## src/mdr_pkg.sv

```systemverilog
// Shared constants and types for the multiplexed digit readout link
package mdr_pkg;
  localparam int unsigned CLK_HZ        = 10_000_000;
  localparam int unsigned NUM_DIGITS    = 4;
  localparam int unsigned NIBBLE_W      = 4;
  // Native scan period in microseconds; a slot is a quarter of it
  localparam int unsigned SCAN_US       = 1560;
  localparam int unsigned SCAN_CYC      = (CLK_HZ / 1_000_000) * SCAN_US;
  localparam int unsigned SLOT_CYC      = SCAN_CYC / NUM_DIGITS;
  // Short dark gap per slot; the strobe takes the rest, near 0.4 ms
  localparam int unsigned GAP_CYC       = 100;
  localparam int unsigned STROBE_CYC    = SLOT_CYC - GAP_CYC;
  localparam int unsigned CNT_W         = 14;
  localparam logic [CNT_W-1:0] STROBE_LAST = CNT_W'(STROBE_CYC - 1);
  localparam logic [CNT_W-1:0] GAP_LAST    = CNT_W'(GAP_CYC - 1);
  // Counter ceiling and blink threshold, binary
  localparam logic [11:0] COUNT_MAX     = 12'hc1c;
  localparam logic [11:0] BLINK_AT      = 12'h7d0;
  localparam logic [11:0] COUNT_RESET   = 12'h000;
  localparam logic [3:0]  MSD_BIT_MASK  = 4'h3;
  localparam logic        TOGGLE_RESET  = 1'b0;

  // Native scan slots, gray along 1-3-2-4
  typedef enum logic [1:0] {
    MDR_SLOT_D1 = 2'b00,
    MDR_SLOT_D3 = 2'b01,
    MDR_SLOT_D2 = 2'b11,
    MDR_SLOT_D4 = 2'b10
  } mdr_slot_e;
endpackage : mdr_pkg

```

## src/mdr_link_if.sv

```systemverilog
// Pins between the meter and the reordering logic
`timescale 1ns/1ps
interface mdr_link_if;
  logic [3:0] bcd;
  logic [3:0] digitStrobe;
  logic       transfer_n;

  modport meter  (output bcd, output digitStrobe, output transfer_n);
  modport reader (input bcd, input digitStrobe, input transfer_n);
endinterface : mdr_link_if

```

## src/mdr_meter.sv

```systemverilog
// Meter end: counter and multiplexed BCD digit scan
//
// Overview of operation
// - Four digit positions, lsd first, msd partial
// - Native scan order is 1, 3, 2, 4
// - BCD and digit strobes drive active high
// - Transfer strobe is active low
// - Strobe about 0.4 ms, scan 1.56 ms
// - Reader toggle passes digits 1-2, then 3-4
// - Reader toggle advances on msd strobe fall
// - Reordered sequence spans two scans, 3.12 ms
// - Counter tops near 3100, blinks from 2000
// - Reader masks msd bits 4 and 8
`timescale 1ns/1ps
module mdr_meter (
  input  wire logic   ref_clk,
  input  wire logic   reset,
  input  wire logic   countPulse,
  mdr_link_if.meter   link,
  output logic        blinking,
  output logic [11:0] countValue
);
  typedef logic [mdr_pkg::CNT_W-1:0] mdr_cnt_t;

  // Scan sequencer
  mdr_pkg::mdr_slot_e slot;
  mdr_pkg::mdr_slot_e next_slot;
  mdr_cnt_t           timer;
  mdr_cnt_t           next_timer;
  logic               inStrobe;
  logic               next_inStrobe;
  logic               strobeDone;
  logic               gapDone;
  logic               scanEnd;
  logic [1:0]         slotIdx;

  // Count path
  logic [11:0]        count;
  logic [11:0]        latched;
  logic               atCeiling;

  // Registered pins
  logic [3:0]         bcd;
  logic [3:0]         strobe;
  logic               transfer_n;

  // Decimal digit of a binary count, position 0 the lsd
  function automatic logic [3:0] digitOf(input logic [11:0] value,
                                         input logic [1:0]  pos);
    logic [11:0] v;
    v = value;
    for (int i = 0; i < 3; i++) begin
      if (int'(pos) == i) begin
        return 4'(v % 12'd10);
      end
      v = v / 12'd10;
    end
    // Top position keeps the whole remaining quotient
    return 4'(v);
  endfunction : digitOf

  ////////////////////////////////////////////////////////////////////
  // Counter saturating at the ceiling
  assign atCeiling = (count >= mdr_pkg::COUNT_MAX);

  always_ff @(posedge ref_clk) begin
    if (reset) begin
      count <= mdr_pkg::COUNT_RESET;
    end else if (countPulse && !atCeiling) begin
      count <= count + 12'h001;
    end
  end

  ////////////////////////////////////////////////////////////////////
  // Slot order 1-3-2-4
  always_comb begin
    case (slot)
      mdr_pkg::MDR_SLOT_D1: next_slot = mdr_pkg::MDR_SLOT_D3;
      mdr_pkg::MDR_SLOT_D3: next_slot = mdr_pkg::MDR_SLOT_D2;
      mdr_pkg::MDR_SLOT_D2: next_slot = mdr_pkg::MDR_SLOT_D4;
      mdr_pkg::MDR_SLOT_D4: next_slot = mdr_pkg::MDR_SLOT_D1;
      default:              next_slot = mdr_pkg::MDR_SLOT_D1;
    endcase
  end

  ////////////////////////////////////////////////////////////////////
  // Strobe then gap in each slot
  // Gap kept nonzero so the far end sees every strobe fall
  assign strobeDone = inStrobe && (timer == mdr_pkg::STROBE_LAST);
  assign gapDone    = !inStrobe && (timer == mdr_pkg::GAP_LAST);
  assign scanEnd    = gapDone && (slot == mdr_pkg::MDR_SLOT_D4);

  always_comb begin
    next_timer    = timer + 1'b1;
    next_inStrobe = inStrobe;
    if (strobeDone) begin
      next_timer    = '0;
      next_inStrobe = 1'b0;
    end else if (gapDone) begin
      next_timer    = '0;
      next_inStrobe = 1'b1;
    end
  end

  // Slot timer
  always_ff @(posedge ref_clk) begin
    if (reset) begin
      timer <= '0;
    end else begin
      timer <= next_timer;
    end
  end

  // Strobe phase; a scan opens with a strobe
  always_ff @(posedge ref_clk) begin
    if (reset) begin
      inStrobe <= 1'b1;
    end else begin
      inStrobe <= next_inStrobe;
    end
  end

  // Slot advances only as a gap ends
  always_ff @(posedge ref_clk) begin
    if (reset) begin
      slot <= mdr_pkg::MDR_SLOT_D1;
    end else if (gapDone) begin
      slot <= next_slot;
    end
  end

  ////////////////////////////////////////////////////////////////////
  // Latch count as a scan ends
  // Digits stay steady through a whole scan
  always_ff @(posedge ref_clk) begin
    if (reset) begin
      latched <= mdr_pkg::COUNT_RESET;
    end else if (scanEnd) begin
      latched <= count;
    end
  end

  // One-cycle low transfer pulse beside the latch
  always_ff @(posedge ref_clk) begin
    if (reset) begin
      transfer_n <= 1'b1;
    end else begin
      transfer_n <= !scanEnd;
    end
  end

  ////////////////////////////////////////////////////////////////////
  // Digit position of the current slot
  function automatic int slot_pos(input mdr_pkg::mdr_slot_e s);
    case (s)
      mdr_pkg::MDR_SLOT_D1: return 0;
      mdr_pkg::MDR_SLOT_D2: return 1;
      mdr_pkg::MDR_SLOT_D3: return 2;
      default:              return 3;
    endcase
  endfunction : slot_pos

  assign slotIdx = 2'(slot_pos(slot));

  // Registered BCD nibble, active high
  always_ff @(posedge ref_clk) begin
    if (reset) begin
      bcd <= 4'h0;
    end else begin
      bcd <= digitOf(latched, slotIdx);
    end
  end

  // Registered one-hot strobe, active high
  always_ff @(posedge ref_clk) begin
    if (reset) begin
      strobe <= 4'h0;
    end else begin
      strobe <= inStrobe ? 4'(4'h1 << slotIdx) : 4'h0;
    end
  end

  ////////////////////////////////////////////////////////////////////
  // Overrange flag from the latched count
  always_ff @(posedge ref_clk) begin
    if (reset) begin
      blinking <= 1'b0;
    end else begin
      blinking <= latched >= mdr_pkg::BLINK_AT;
    end
  end

  // Latched binary count for the host
  always_ff @(posedge ref_clk) begin
    if (reset) begin
      countValue <= mdr_pkg::COUNT_RESET;
    end else begin
      countValue <= latched;
    end
  end

  ////////////////////////////////////////////////////////////////////
  // Pins onto the link
  assign link.bcd         = bcd;
  assign link.digitStrobe = strobe;
  assign link.transfer_n  = transfer_n;
endmodule : mdr_meter

```

## src/flat_wrapper.sv

```systemverilog
// flat-port wrapper written by rule: the top's interface ports become plain ports
module mdr_meter_flat 
  (ref_clk, reset, countPulse, blinking, countValue, link_bcd, link_digitStrobe, link_transfer_n);
  mdr_link_if link_i ();
  input  wire logic ref_clk;
  input  wire logic reset;
  input  wire logic countPulse;
  output logic blinking;
  output logic [11:0] countValue;
  output wire logic [$bits(link_i.bcd)-1:0] link_bcd;
  output wire logic [$bits(link_i.digitStrobe)-1:0] link_digitStrobe;
  output wire logic [$bits(link_i.transfer_n)-1:0] link_transfer_n;
  assign link_bcd = link_i.bcd;
  assign link_digitStrobe = link_i.digitStrobe;
  assign link_transfer_n = link_i.transfer_n;
  mdr_meter u_core (.ref_clk(ref_clk), .reset(reset), .countPulse(countPulse), .link(link_i), .blinking(blinking), .countValue(countValue));
endmodule
```

## config.mk

```make
export PLATFORM = sky130hd
export DESIGN_NAME = mdr_meter_flat
export DESIGN_NICKNAME = d
export VERILOG_FILES = /design/src/mdr_pkg.sv /design/src/mdr_link_if.sv /design/src/mdr_meter.sv /design/src/flat_wrapper.sv
export SDC_FILE = /design/constraint.sdc
export NUM_CORES = 1
export LEC_CHECK = 0
export ABC_AREA = 1
export BUFFER_PORTS_ARGS = -buffer_cell sky130_fd_sc_hd__buf_4
export CAP_MARGIN = 5
export CORE_ASPECT_RATIO = 0.8
export CORE_MARGIN = 5
export CORE_UTILIZATION = 67
export CTS_BUF_LIST = sky130_fd_sc_hd__clkbuf_4 sky130_fd_sc_hd__clkbuf_8 sky130_fd_sc_hd__clkbuf_16
export CTS_CLUSTER_SIZE = 20
export DETAILED_ROUTE_END_ITERATION = 6
export PLACE_DENSITY = 0.9
export SLEW_MARGIN = 20
export SYNTH_ARGS = -nofsm -noshare
export SYNTH_HDL_FRONTEND = slang
export SYNTH_SLANG_ARGS = --single-unit
```

## constraint.sdc

```tcl
create_clock -name ref_clk -period 10.1 [get_ports ref_clk]
set_input_delay 0.505 -clock ref_clk [delete_from_list [all_inputs] [get_ports ref_clk]]
set_output_delay 0.505 -clock ref_clk [all_outputs]
set_load 0.03 [all_outputs]
```

# Word-level counts from Yosys, hierarchy flattened

Index checks and enable logic that the tools add are counted.

Reduce and logical (&&, ||, !) cells: 12
Div/mod/pow operators: 6
Bitwise gates (word level): 1
Shift-type cells: 1
Add/subtract/negate cells: 2
$lt $le $gt $ge: 2
Equality and inequality tests: 7
Multiplexer cells: 32

Operators with widths:

| kind                  | count |
|---|---|
| $mux 12               | 5 |
| $div 12x4->12 const B | 3 |
| $mod 12x4->12 const B | 3 |
| $mux 4                | 9 |
| $mux 1                | 16 |
| $add 14x1->14 const B | 1 |
| $eq 14x12->1 const B  | 1 |
| $eq 14x7->1 const B   | 1 |
| $add 12x1->12 const B | 1 |
| $ge 12x11->1 const B  | 1 |
| $ge 12x12->1 const B  | 1 |
| $eq 2x2->1 const B    | 4 |
| $pmux 2 s4            | 1 |
| $pmux 2 s3            | 1 |
| $logic_and 1x1->1     | 4 |
| $logic_not 2->1       | 2 |
| $shl 1x2->4 const A   | 1 |
| $logic_not 1->1       | 3 |
| $reduce_or 3->1       | 1 |
| $eq 2x1->1 const B    | 1 |
| $reduce_bool 2->1     | 1 |
| $reduce_or 2->1       | 1 |
| $not 1->1             | 1 |

Register bits: 63
Output and inout bits: 22
Bits of input ports: 3
Logic and storage cells: 73

# Logic depth before layout (Yosys ltp)

Gate-level depths: netlist (run 1).

Depth in word-level cells: 16
Gate-level depth with buffers: 62
Depth with buffers taken out: 61

# Least setup slack after synthesis (run 1)

Ideal clock, no wire load.

Path kind: register to register
Start: register u_core.slot[0]
End: register u_core.bcd[3], in the netlist u_core.link.bcd[3]
Setup time: 68 ps
Data required time: 10032 ps
Path buffers: 1
Period minus slack after synthesis: 5455 ps
Data arrival time: 5387 ps
Setup slack: 4645 ps
Stages on the path, launching flop included: 49
Cells stage by stage: dfxtp_1 inv_1 ha_1 buf_6 nand2_2 inv_2 nand2_1 nand2_2 nand2_2 xor2_1 nor2_1 nor2_2 nor2_2 inv_2 nand2_2 xnor2_1 nand2_1 nand2_1 (+13 left out) xor2_2 o21bai_4 xor2_4 ha_1 inv_1 nor2_2 nand4_2 nand2_2 nand2_1 and2_1 ha_1 xnor2_1 nand2_1 nand3_1 nand2_1 nand2_1 nand2_1 a21oi_2

Word-level cells in the longest chain between the ends: 16
Elaborated cells between the ends (all ways): 38
Classes of those cells: div (4); eq/ne (4); mux (28); reduce/logical (2)

Ends and longest elaborated chain:

| element                                        | RTL line                         | source |
|---|---|---|
| start: declaration                             | mdr_meter.sv:26                  | `mdr_pkg::mdr_slot_e slot;` |
| start signal: assignment                       | mdr_meter.sv:126                 | `slot <= mdr_pkg::MDR_SLOT_D1;` |
| start signal: assignment                       | mdr_meter.sv:128                 | `slot <= next_slot;` |
| $eq 2x1->1, or another cell as far along       | mdr_meter.sv:155                 | `case (s)` |
| $pmux 2 s3 *                                   | mdr_meter.sv:155                 |  |
| $logic_not 2->1                                | mdr_meter.sv:53                  | `if (int'(pos) == i) begin` |
| $mux 1                                         | mdr_meter.sv:53                  |  |
| $mux 1                                         | mdr_meter.sv:167                 | `if (reset) begin` |
| $mux 12                                        | mdr_meter.sv:56                  | `v = v / 12'd10;` |
| $mux 12                                        | mdr_meter.sv:167                 |  |
| $div 12x4->12                                  | mdr_meter.sv:56                  |  |
| $mux 12                                        | mdr_meter.sv:56                  |  |
| $mux 12                                        | mdr_meter.sv:52                  | `for (int i = 0; i < 3; i++) begin` |
| $mux 12                                        | mdr_meter.sv:167                 |  |
| $div 12x4->12 or $mod 12x4->12 (tied branches) | mdr_meter.sv:56, mdr_meter.sv:54 |  |
| $mux 4, on equally long branches               | mdr_meter.sv:56, mdr_meter.sv:53 |  |
| $mux 4 (2 in a row)                            | mdr_meter.sv:52                  |  |
| $mux 4 *                                       | mdr_meter.sv:59                  | `return 4'(v);` |
| end signal: assignment                         | mdr_meter.sv:170                 | `bcd <= digitOf(latched, slotIdx);` |
| end: declaration                               | mdr_meter.sv:43                  | `logic [3:0] bcd;` |

Every way passes the cells marked *; elsewhere a longest branch is shown, timed or not. The select of a mux whose other input is x is not followed.
A chain may end at the register's enable or synchronous reset.

# Worst setup path after layout (run 1)

Start: register u_core.slot[1]
End: register u_core.bcd[3], in the netlist u_core.link.bcd[3]

Same word-level chain as after synthesis.

==> flow_metrics.env, run 1 <==
export IMPL_grt_antenna_before_repair=0
export IMPL_area_growth_pct=9.425
export IMPL_post_cts_resized=0
export IMPL_dieArea_sq_um=9088
export IMPL_drive_gt1_share_pct=16.65
export IMPL_multi_input_area_sq_um=3065
export IMPL_yosys_warnings=0
export IMPL_htreeDepth=3
export IMPL_cts_tree="done"
export IMPL_rsz0062_at_grt="no"
export IMPL_worstPathMaxFanout=21
export IMPL_slew_limit_headroom_pct=51.26
export IMPL_maxCapViolCount=0
export IMPL_setup_viol=0
export IMPL_min_period_ns=6.804
export IMPL_ios=25
export IMPL_min_path_type="flop to flop"
export IMPL_initial_core_util_pct=69.67
export IMPL_tightestPinTransition_ns=0.7284
export IMPL_fillCellCount=539
export IMPL_routedWlPerCell_um=13.64
export IMPL_ctsHoldBuffers=0
export IMPL_ff_latch_area_sq_um=1261
export IMPL_dp_cells=876
export IMPL_synth_fp_nets=794
export IMPL_gp_congestion=0.9204
export IMPL_drc=0
export IMPL_synthArstFlopShare_pct=0
export IMPL_placementRows=27
export IMPL_cts_setup_buffers=0
export IMPL_clockRootBuffer="clkbuf_8"
export IMPL_status="complete, no violations"
export IMPL_peakVddDrop_mv=0.1218
export IMPL_viasPerCell=5.713
export IMPL_avgSynthCellArea_sq_um=6.270
export IMPL_gr_total_overflow=0
export IMPL_crit_family="simple AND/OR/NAND/NOR gates"
export IMPL_drv_slew=0
export IMPL_worst_ep_required_time_ns=10.37
export IMPL_postRouteAntennaNets=0
export IMPL_met3WireLength_um=693
export IMPL_wl_met1_um=5303
export IMPL_synth_cells=777
export IMPL_antenna_cells=0
export IMPL_io_buffer_count=24
export IMPL_top_layer="met4"
export IMPL_tns_ns=0
export IMPL_finalCritPeriodShare_pct=67.37
export IMPL_fp_coreArea_sq_um=6993
export IMPL_synth_edff_count=0
export IMPL_path_class="flop to flop"
export IMPL_cts_inserted_buffers=9
export IMPL_crit_path_max_incr_delay_ns=0.59
export IMPL_vias=5096
export IMPL_max_freq_mhz=147.0
export IMPL_instances_no_fill=892
export IMPL_leakagePower_nw=2.664
export IMPL_synth_area_sq_um=4872
export IMPL_ys_seq_area_share_pct=25.89
export IMPL_wl_met2_um=5983
export IMPL_skew_ns=0.009543
export IMPL_wl_um=12160
export IMPL_clk_latency_ns=0.34
export IMPL_synth_cell_types=48
export IMPL_synthFlopType="dfxtp_1"
export IMPL_grt_max_degree=23
export IMPL_grt_pass1_wl_um=21270
export IMPL_clkSinkCount=63
export IMPL_path_clk_slew_ns=0.07
export IMPL_fin_nets=817
export IMPL_cpMaxStageDelayCell="ha_1"
export IMPL_path_buf_inv=5
export IMPL_p_per_area_nw_per_um2=96.20
export IMPL_first_global_vias=4891
export IMPL_cp_common_cell="nand2_1"
export IMPL_worstSetupStartpointType="flop"
export IMPL_first_iter_violations=531
export IMPL_endpoint_kind="flop"
export IMPL_crit_arrival_ns=7.08
export IMPL_synth_seq_cells=63
export IMPL_dr_pass1_iters=5
export IMPL_dp_final_hpwl_um=9133
export IMPL_cts_buffer_depth=2
export IMPL_timing_hold_violations_final=0
export IMPL_die_width_um=105.3
export IMPL_die_h_um=86.27
export IMPL_grt_total_usage_pct=27.47
-- power by group --
| group | internal (W) | switching (W) | total (W) |
|---|---|---|---|
| registers | 0.000250 | 0.00000141 | 0.000252 |
| logic | 0.00000332 | 0.00000791 | 0.0000112 |
| clock network | 0.000152 | 0.0000980 | 0.000250 |
-- cells by family after synthesis --
kind of cell               count (synthesis)  synth area share [%]
muxes                                      1                0.2055
AOI/OAI and AO/OA                        119                 14.89
and+or+nand+nor                          420                 40.11
adders and majority gates                 14                 3.595
xor gates and xnor gates                  19                 4.109
buffers and inverters                    141                 11.20
DFF                                       63                 25.89
-- layout by cell type, fill, tap and decap left out, types with 3 or more instances in the layout --
cell type and count:
nand2_2 39, buf_4 24, o21a_1 4, nor2_1 65
dfxtp_1 63, nor3_1 11, nor2_2 6, inv_1 107
a21oi_2 4, a22oi_1 11, nand4_1 11, o211ai_1 5
clkbuf_8 11, o21ai_1 11, a21oi_1 36, nand3_1 73
clkinv_1 3, o21ai_0 32, nand2_1 186, xor2_1 14
o21ai_2 7, nand3b_1 4, nor4_1 7, inv_2 19
ha_1 14, nand3_2 6
-- cells in the mapped netlist, types with 2 or more instances --
master,instances,area share (%)
o21ai_0,32,3.3
o21ai_1,11,1.1
inv_2,19,1.5
nand3b_1,4,0.62
nor4_1,7,0.90
o21ai_2,7,1.3
or2_2,2,0.26
nand3_2,6,1.2
inv_1,107,8.2
ha_1,14,3.6
nor3_1,11,1.1
nor2_1,65,5.0
o211ai_1,5,0.77
buf_4,2,0.31
o21a_1,4,0.62
a21oi_2,4,0.72
nand2_2,39,5.0
nor2_4,2,0.46
xnor2_1,2,0.36
nor2_2,6,0.77
nor3b_1,2,0.31
clkbuf_1,6,0.46
a31oi_1,2,0.26
nand4_2,2,0.51
a22oi_1,11,1.7
nand3_1,73,7.5
nand2_1,186,14
xor2_2,2,0.67
buf_1,2,0.15
dfxtp_1,63,26
a21oi_1,36,3.7
xor2_1,14,2.5
nand4_1,11,1.4
clkinv_1,3,0.23
o2111ai_1,2,0.36
-- through the flow --
step | setup slack (ns) | area [sq um] | hold WS, ns | util (%) | power, W
after global routing | 2.408 | 5331 | 0.4944 | 76.24 | 0.0005301
after floorplan | 4.645 | 4872 | 0.4179 | - | 0.0002648
final | 3.296 | 5331 | 0.4526 | 76.24 | 0.0005129
after CTS | 3.345 | 5331 | 0.4586 | 76.24 | 0.0005132
after detailed placement | 3.411 | 5100 | 0.4444 | 72.93 | 0.0002679
after global placement | 3.756 | 5100 | 0.4313 | 72.93 | 0.0002674
-- worst register-to-register path, delay by kind of cell (launching register included) --
family | cells | cell delay, ns
AND/OR/NAND/NOR | 28 | 2.68
flip-flops | 1 | 0.34
AO/OA/AOI/OAI | 4 | 0.71
buffers and inverters | 5 | 0.74
adder cells (fa/ha/maj) | 3 | 0.97
XOR/XNOR | 6 | 1.33
-- final timing paths --
path	start	to	slack, ns	depth (start not counted)
worst min register to register	u_core.timer[0]$_SDFF_PP0_	u_core.timer[0]$_SDFF_PP0_	0.45	1
worst max register to register	u_core.slot[1]$_SDFFE_PP0P_	u_core.link.bcd[3]$_SDFF_PP0_	3.30	46
worst max-delay path	u_core.slot[1]$_SDFFE_PP0P_	u_core.link.bcd[3]$_SDFF_PP0_	3.30	46
worst min-delay path	u_core.timer[0]$_SDFF_PP0_	u_core.timer[0]$_SDFF_PP0_	0.45	1
-- area by class of cell --
type / count / area share [%]
multi-input cells: 573 / 57.50
flip-flops and latches: 63 / 23.66
inverters: 129 / 9.082
repair buffers: 24 / 3.379
clock buffers: 11 / 2.840
well taps: 87 / 2.042
clock inverters: 5 / 1.502
-- flip-flops by register name, summed over array words and instances, names as in the netlist --
| name | count |
|---|---|
| u_core.link.digitStrobe | 4 |
| u_core.blinking | 1 |
| u_core.inStrobe | 1 |
| u_core.countValue | 12 |
| u_core.timer | 14 |
| u_core.latched | 12 |
| u_core.slot | 2 |
| u_core.count | 12 |
| u_core.link.bcd | 4 |
| u_core.link.transfer_n | 1 |
-- per-layer routing --
| layer | GRT usage (%) | vias up |
|---|---|---|
| li1 | - | 2557 |
| met1 | 33.94 | 2325 |
| met2 | 49.07 | 187 |
| met3 | 4.393 | 27 |
| met4 | 9.058 | 0 |
| met5 | 0 | - |
Power figures use the tool's default switching activity.
==> run 2: changes to the inputs <==
--- a/config.mk
+++ b/config.mk
@@ -5,16 +5,16 @@
 export SDC_FILE = /design/constraint.sdc
 export NUM_CORES = 1
 export LEC_CHECK = 0
-export ABC_AREA = 1
+export ABC_AREA = 0
 export BUFFER_PORTS_ARGS = -buffer_cell sky130_fd_sc_hd__buf_4
 export CAP_MARGIN = 5
 export CORE_ASPECT_RATIO = 0.8
 export CORE_MARGIN = 5
-export CORE_UTILIZATION = 67
+export CORE_UTILIZATION = 64
 export CTS_BUF_LIST = sky130_fd_sc_hd__clkbuf_4 sky130_fd_sc_hd__clkbuf_8 sky130_fd_sc_hd__clkbuf_16
 export CTS_CLUSTER_SIZE = 20
 export DETAILED_ROUTE_END_ITERATION = 6
-export PLACE_DENSITY = 0.9
+export PLACE_DENSITY = 0.86
 export SLEW_MARGIN = 20
 export SYNTH_ARGS = -nofsm -noshare
 export SYNTH_HDL_FRONTEND = slang
==> constraint.sdc (replaced) <==
create_clock -name ref_clk -period 7 [get_ports ref_clk]
set_input_delay 0.35 -clock ref_clk [delete_from_list [all_inputs] [get_ports ref_clk]]
set_output_delay 0.35 -clock ref_clk [all_outputs]
set_load 0.03 [all_outputs]
==> flow_metrics.env, run 2 <==
export IMPL_status="complete, no violations"
export IMPL_postRouteAntennaNets=0
export IMPL_min_period_ns=6.481
export IMPL_max_freq_mhz=154.3
export IMPL_grt_antenna_before_repair=0
export IMPL_fillCellCount=763
export IMPL_worst_ep_required_time_ns=7.24
export IMPL_drc=0
export IMPL_wl_um=18290
export IMPL_grt_max_degree=50
export IMPL_placementRows=32
export IMPL_placed_area_sq_um=6479
export IMPL_routedWlPerCell_um=18.47
export IMPL_dr_pass1_iters=6
export IMPL_ios=25
export IMPL_drv_slew=0
export IMPL_final_common_cell="nor2_1"
export IMPL_fp_coreArea_sq_um=9609
export IMPL_first_iter_violations=920
export IMPL_synth_seq_cells=63
export IMPL_setup_slack_ns=0.5193
export IMPL_avgSynthCellArea_sq_um=7.169
export IMPL_die_width_um=120.8
export IMPL_grt_total_usage_pct=30.21
export IMPL_setup_viol=0
export IMPL_yosysTopAreaCell="dfxtp_1"
export IMPL_synth_cells=877
export IMPL_grt_pass1_wl_um=30530
export IMPL_dieArea_sq_um=11920
export IMPL_tightestPinTransition_ns=0.9473
export IMPL_clockRootBuffer="clkbuf_16"
export IMPL_final_cell_mix="nor2_1, nand2_1, a21oi_1"
export IMPL_timing_hold_violations_final=0
export IMPL_ys_top_cells_by_area="dfxtp_1, nor2_1, a21oi_1"
export IMPL_die_h_um=98.65
export IMPL_leakagePower_nw=2.445
export IMPL_synth_edff_count=0
export IMPL_synth_area_sq_um=6287
export IMPL_clk_latency_ns=0.33
export IMPL_maxCapViolCount=0
export IMPL_viasPerCell=7.017
export IMPL_hold_ws_ns=0.4726
export IMPL_drive_gt1_share_pct=13.66
export IMPL_htreeDepth=3
export IMPL_path_clk_slew_ns=0.06
export IMPL_area_growth_pct=8.119
export IMPL_yosys_warnings=0
export IMPL_io_buffer_count=24
export IMPL_crit_arrival_ns=6.72
export IMPL_cts_setup_buffers=0
export IMPL_antenna_cells=0
export IMPL_dp_final_hpwl_um=12920
export IMPL_synth_cell_types=101
export IMPL_slew_limit_headroom_pct=36.85
export IMPL_fin_nets=883
export IMPL_initial_core_util_pct=65.43
export IMPL_gr_total_overflow=0
export IMPL_finalCritPeriodShare_pct=92.58
export IMPL_yosysTopAreaCellShare_pct=20.06
export IMPL_synthFlopType="dfxtp_1"
export IMPL_skew_ns=0.006344
export IMPL_first_global_vias=6252
export IMPL_vias=6947
export IMPL_gp_congestion=0.9758
export IMPL_yosysMostFrequentCell="nor2_1"
export IMPL_p_per_area_nw_per_um2=123.0
export IMPL_cts_buffer_depth=2
export IMPL_synthTopCellsByCount="nor2_1, nand2_1, a21oi_1, dfxtp_1, clkbuf_1"
export IMPL_cts_inserted_buffers=9
export IMPL_peakVddDrop_mv=0.1843
export IMPL_worstSetupStartpointType="flop"
export IMPL_endpoint_kind="flop"
export IMPL_clkSinkCount=63
export IMPL_min_path_type="input pin to flop"
export IMPL_dp_slack_ns=0.4823
export IMPL_worstPathMaxFanout=15
export IMPL_ys_seq_area_share_pct=20.06
export IMPL_largest_reg_flops=14
export IMPL_path_class="flop to flop"
export IMPL_largest_register="u_core.timer"
export IMPL_cts_tree="done"
export IMPL_synthArstFlopShare_pct=0
export IMPL_fin_area_sq_um=6798
export IMPL_synth_fp_nets=894
==> run 2: changes by cell type in the layout (fill, tap and decap cells not counted), moves of 25 or more <==
cell | previous run | this run
nand2_1 | 186 | 88
inv_1 | 107 | 20
nand2_2 | 39 | 0
nand3_1 | 73 | 36
a21oi_1 | 36 | 65
nor2_1 | 65 | 93
buf_4 | 24 | 49
==> run 2: per-layer routing <==
layer	global-route usage (%)	vias up	routed length (um)
met4	8.101	0	356
met5	0	-	0
met2	47.75	367	8324
met3	5.164	50	1485
li1	-	3283	-
met1	42.65	3247	8121
==> run 2: cell type report <==
type / instances / area (sq um) / share of cell area, %
repair buffers: 49 / 367.9 / 5.411
clock inverters: 7 / 78.83 / 1.160
clock buffers: 9 / 225.2 / 3.313
inverters: 26 / 98.84 / 1.454
multi-input cells: 717 / 4614 / 67.88
flip-flops and latches: 63 / 1264 / 18.59
well taps: 119 / 148.9 / 2.190
==> run 2: what timing repair did <==
action,CTS,global route
endpoints found under the setup margin,0,1
gates resized for setup,0,5
hold buffers,0,0
endpoints found under the hold margin,0,0
==> run 2: logic make-up (layout without fill, tap and decap cells) <==
family          count (synthesis)  after routing  synth area share (%)
fa+ha+maj                      15             15                 2.945
flops                          63             63                 20.06
compound gates                288            288                 33.95
simple gates                  367            367                 29.11
mux                            15             15                 2.488
xor+xnor                       32             32                 4.577
buf+inv                        97             91                 6.865
==> run 2: per-stage QoR <==
stage | TNS [ns] | power (W) | instances | utilization [%]
after global routing | -0.004470 | 0.0008582 | 990 | 70.74
after detailed placement | 0 | 0.0003887 | 974 | 67.42
after global placement | 0 | 0.0003875 | 974 | 67.42
after floorplan | 0 | 0.0003847 | 877 | -
final | 0 | 0.0008364 | 990 | 70.74
after CTS | 0 | 0.0008375 | 990 | 70.59
==> run 2: path summary, 6_finish.rpt <==
| kind | startpoint | slack [ns] | depth (start not counted) | end |
|---|---|---|---|---|
| worst max-delay path | u_core.latched[10]$_SDFFE_PP0P_ | 0.52 | 21 | u_core.link.bcd[3]$_SDFF_PP0_ |
| worst max register to register | u_core.latched[10]$_SDFFE_PP0P_ | 0.52 | 21 | u_core.link.bcd[3]$_SDFF_PP0_ |
| worst min-delay path | reset | 0.47 | 2 | u_core.countValue[10]$_SDFF_PP0_ |
| worst min register to register | u_core.timer[0]$_SDFF_PP0_ | 0.48 | 1 | u_core.timer[0]$_SDFF_PP0_ |
==> run 2: critical path: stages, from the launching register on <==
cell and delay [ns]:
dfxtp_1 0.63, nor2b_1 0.52, o21ai_1 0.24, a211oi_4 0.54, nor2_2 0.19, o2111ai_1 0.29
nand3_2 0.22, o31a_1 0.33, a311o_1 0.32, a211oi_4 0.28, xnor2_1 0.20, ha_1 0.33
and3_1 0.18, a2111oi_2 0.37, o21ai_2 0.14, a21oi_2 0.19, o21ai_4 0.12, xnor2_1 0.15
ha_1 0.20, or3_1 0.37, a311o_1 0.35, a211oi_1 0.22
==> run 2: power by group <==
group / total [W] / switching (W) / internal (W)
clock network: 0.000455 / 0.000175 / 0.000280
registers: 0.000365 / 0.00000336 / 0.000362
logic: 0.0000163 / 0.0000107 / 0.00000558
==> run 3: changes to the inputs <==
--- a/config.mk
+++ b/config.mk
@@ -14,7 +14,7 @@
 export CTS_BUF_LIST = sky130_fd_sc_hd__clkbuf_4 sky130_fd_sc_hd__clkbuf_8 sky130_fd_sc_hd__clkbuf_16
 export CTS_CLUSTER_SIZE = 20
 export DETAILED_ROUTE_END_ITERATION = 6
-export PLACE_DENSITY = 0.86
+export PLACE_DENSITY = 0.8
 export SLEW_MARGIN = 20
 export SYNTH_ARGS = -nofsm -noshare
 export SYNTH_HDL_FRONTEND = slang
==> flow_metrics.env, run 3 (synthesis gave the netlist of run 2 again) <==
export IMPL_r2r_end="u_core.link.bcd[3]$_SDFF_PP0_"
export IMPL_pwr_share_comb_pct=2.0
export IMPL_postRouteAntennaNets=0
export IMPL_drive_gt1_share_pct=13.13
export IMPL_post_route_util_pct=70.40
export IMPL_clockRootBuffer="clkbuf_16"
export IMPL_power_share_clock_pct=53.5
export IMPL_slew_limit_headroom_pct=28.70
export IMPL_io_buffer_count=24
export IMPL_p_per_area_nw_per_um2=121.3
export IMPL_finalCritPeriodShare_pct=94.24
export IMPL_wl_met1_um=7857
export IMPL_final_cell_mix="nor2_1, nand2_1, a21oi_1"
export IMPL_clk_latency_ns=0.32
export IMPL_area_growth_pct=7.602
export IMPL_largest_register="u_core.timer"
export IMPL_fillCellCount=793
export IMPL_worst_ep_required_time_ns=7.24
export IMPL_r2r_start="u_core.latched[10]$_SDFFE_PP0P_"
export IMPL_maxCapViolCount=0
export IMPL_skew_ns=0.008688
export IMPL_clkSinkCount=63
export IMPL_top_layer="met4"
export IMPL_met3WireLength_um=1626
export IMPL_path_clk_slew_ns=0.06
export IMPL_instances_no_fill=987
export IMPL_dr_pass1_iters=5
export IMPL_first_iter_violations=1000
export IMPL_dp_slack_ns=0.5524
export IMPL_peakVddDrop_mv=0.2160
export IMPL_timing_hold_violations_final=0
export IMPL_fin_nets=880
export IMPL_largest_reg_flops=14
export IMPL_critPathLaunch="u_core.latched[10]$_SDFFE_PP0P_"
export IMPL_dieArea_sq_um=11920
export IMPL_placementRows=32
export IMPL_die_h_um=98.65
export IMPL_finalPower_w=0.0008205
export IMPL_cts_setup_buffers=0
export IMPL_max_freq_mhz=151.6
export IMPL_setup_slack_ns=0.4032
export IMPL_fp_coreArea_sq_um=9609
export IMPL_hold_ws_ns=0.4584
export IMPL_cts_tree="done"
export IMPL_worstPathMaxFanout=22
export IMPL_final_common_cell="nor2_1"
export IMPL_grt_total_usage_pct=30.85
export IMPL_antenna_cells=0
export IMPL_wl_met2_um=8578
export IMPL_grt_max_degree=50
export IMPL_dp_final_hpwl_um=13000
export IMPL_r2r_setup_slack_ns=0.40
export IMPL_cts_inserted_buffers=9
export IMPL_crit_arrival_ns=6.84
export IMPL_ctsHoldBuffers=0
export IMPL_gr_total_overflow=0
export IMPL_endpoint_kind="flop"
export IMPL_ff_latch_area_sq_um=1261
export IMPL_dp_cells=971
export IMPL_status="complete, no violations"
export IMPL_routedWlPerCell_um=18.78
export IMPL_cp_endpoint="u_core.link.bcd[3]$_SDFF_PP0_"
export IMPL_gp_congestion=0.9885
export IMPL_grt_antenna_before_repair=0
export IMPL_vias=6965
export IMPL_tightestPinTransition_ns=1.070
export IMPL_min_path_type="flop to flop"
export IMPL_post_cts_resized=0
export IMPL_die_width_um=120.8
export IMPL_ios=25
export IMPL_htreeDepth=3
export IMPL_power_frac_seq_pct=44.5
export IMPL_drc=0
export IMPL_drv_slew=0
export IMPL_r2r_cells=22
export IMPL_setup_viol=0
export IMPL_wl_um=18540
export IMPL_worstSetupStartpointType="flop"
export IMPL_p_int_w=0.0006430
export IMPL_path_class="flop to flop"
export IMPL_p_sw_w=0.0001774
export IMPL_viasPerCell=7.057
export IMPL_cts_buffer_depth=2
export IMPL_multi_input_area_sq_um=4613
export IMPL_swShare_pct=21.63
export IMPL_grt_pass1_wl_um=31170
export IMPL_first_global_vias=6446
export IMPL_min_period_ns=6.597
export IMPL_leakagePower_nw=2.421
export IMPL_initial_core_util_pct=65.43
[run 3: area by class of cell]
| cell class | count | area share (%) |
|---|---|---|
| multi-input cells | 717 | 68.19 |
| flip-flops and latches | 63 | 18.64 |
| repair buffers | 46 | 5.104 |
| clock buffers | 9 | 3.329 |
| well taps | 119 | 2.201 |
| inverters | 26 | 1.461 |
| clock inverters | 7 | 1.073 |
[run 3: how the worst min path moves through the flow]
stage                                from                    endpoint  slack, ns  cells past startpoint
6_report       u_core.timer[0]$_SDFF_PP0_  u_core.timer[0]$_SDFF_PP0_       0.46                      1
5_1_grt        u_core.timer[0]$_SDFF_PP0_  u_core.timer[0]$_SDFF_PP0_       0.48                      1
4_1_cts        u_core.timer[0]$_SDFF_PP0_  u_core.timer[0]$_SDFF_PP0_       0.46                      1
3_5_place_dp   u_core.timer[0]$_SDFF_PP0_  u_core.timer[0]$_SDFF_PP0_       0.45                      1
3_3_place_gp   u_core.timer[0]$_SDFF_PP0_  u_core.timer[0]$_SDFF_PP0_       0.45                      1
2_1_floorplan  u_core.timer[0]$_SDFF_PP0_  u_core.timer[0]$_SDFF_PP0_       0.43                      1
[run 3: per-layer routing]
layer,vias to the layer above,track usage [%]
met5,-,0
met4,0,10.28
met2,408,50.24
met3,61,5.737
li1,3275,-
met1,3221,41.26
[run 3: power groups by stage]
stage	combinational, W	clock [W]	sequential (W)
5_1_grt	0.0000184	0.000468	0.000365
4_1_cts	0.0000168	0.000445	0.000365
3_3_place_gp	0.0000152	0	0.000372
3_5_place_dp	0.0000164	0	0.000373
6_report	0.0000168	0.000439	0.000365
2_1_floorplan	0.0000123	0	0.000372
[run 3: worst max-delay path, cell delays in order (launching register included)]
cell and delay, ns:
dfxtp_1 0.81, buf_4 0.31, nand2b_1 0.14, o22ai_1 0.47
a211oi_4 0.16, or2_4 0.30, o2111ai_1 0.31, nand3_2 0.21
o31a_1 0.32, a311o_1 0.31, a211oi_4 0.27, xnor2_1 0.21
ha_1 0.34, and3_1 0.18, a2111oi_2 0.38, o21ai_2 0.14
a21oi_2 0.21, o21ai_4 0.12, xnor2_1 0.15, ha_1 0.19
or3_1 0.37, a311o_1 0.36, a211oi_1 0.22
[run 3: stage by stage]
stage	TNS, ns	area [sq um]
after floorplan	0	6287
after global placement	0	6456
after detailed placement	0	6456
after CTS	0	6754
after global routing	-0.01693	6765
final	0	6765
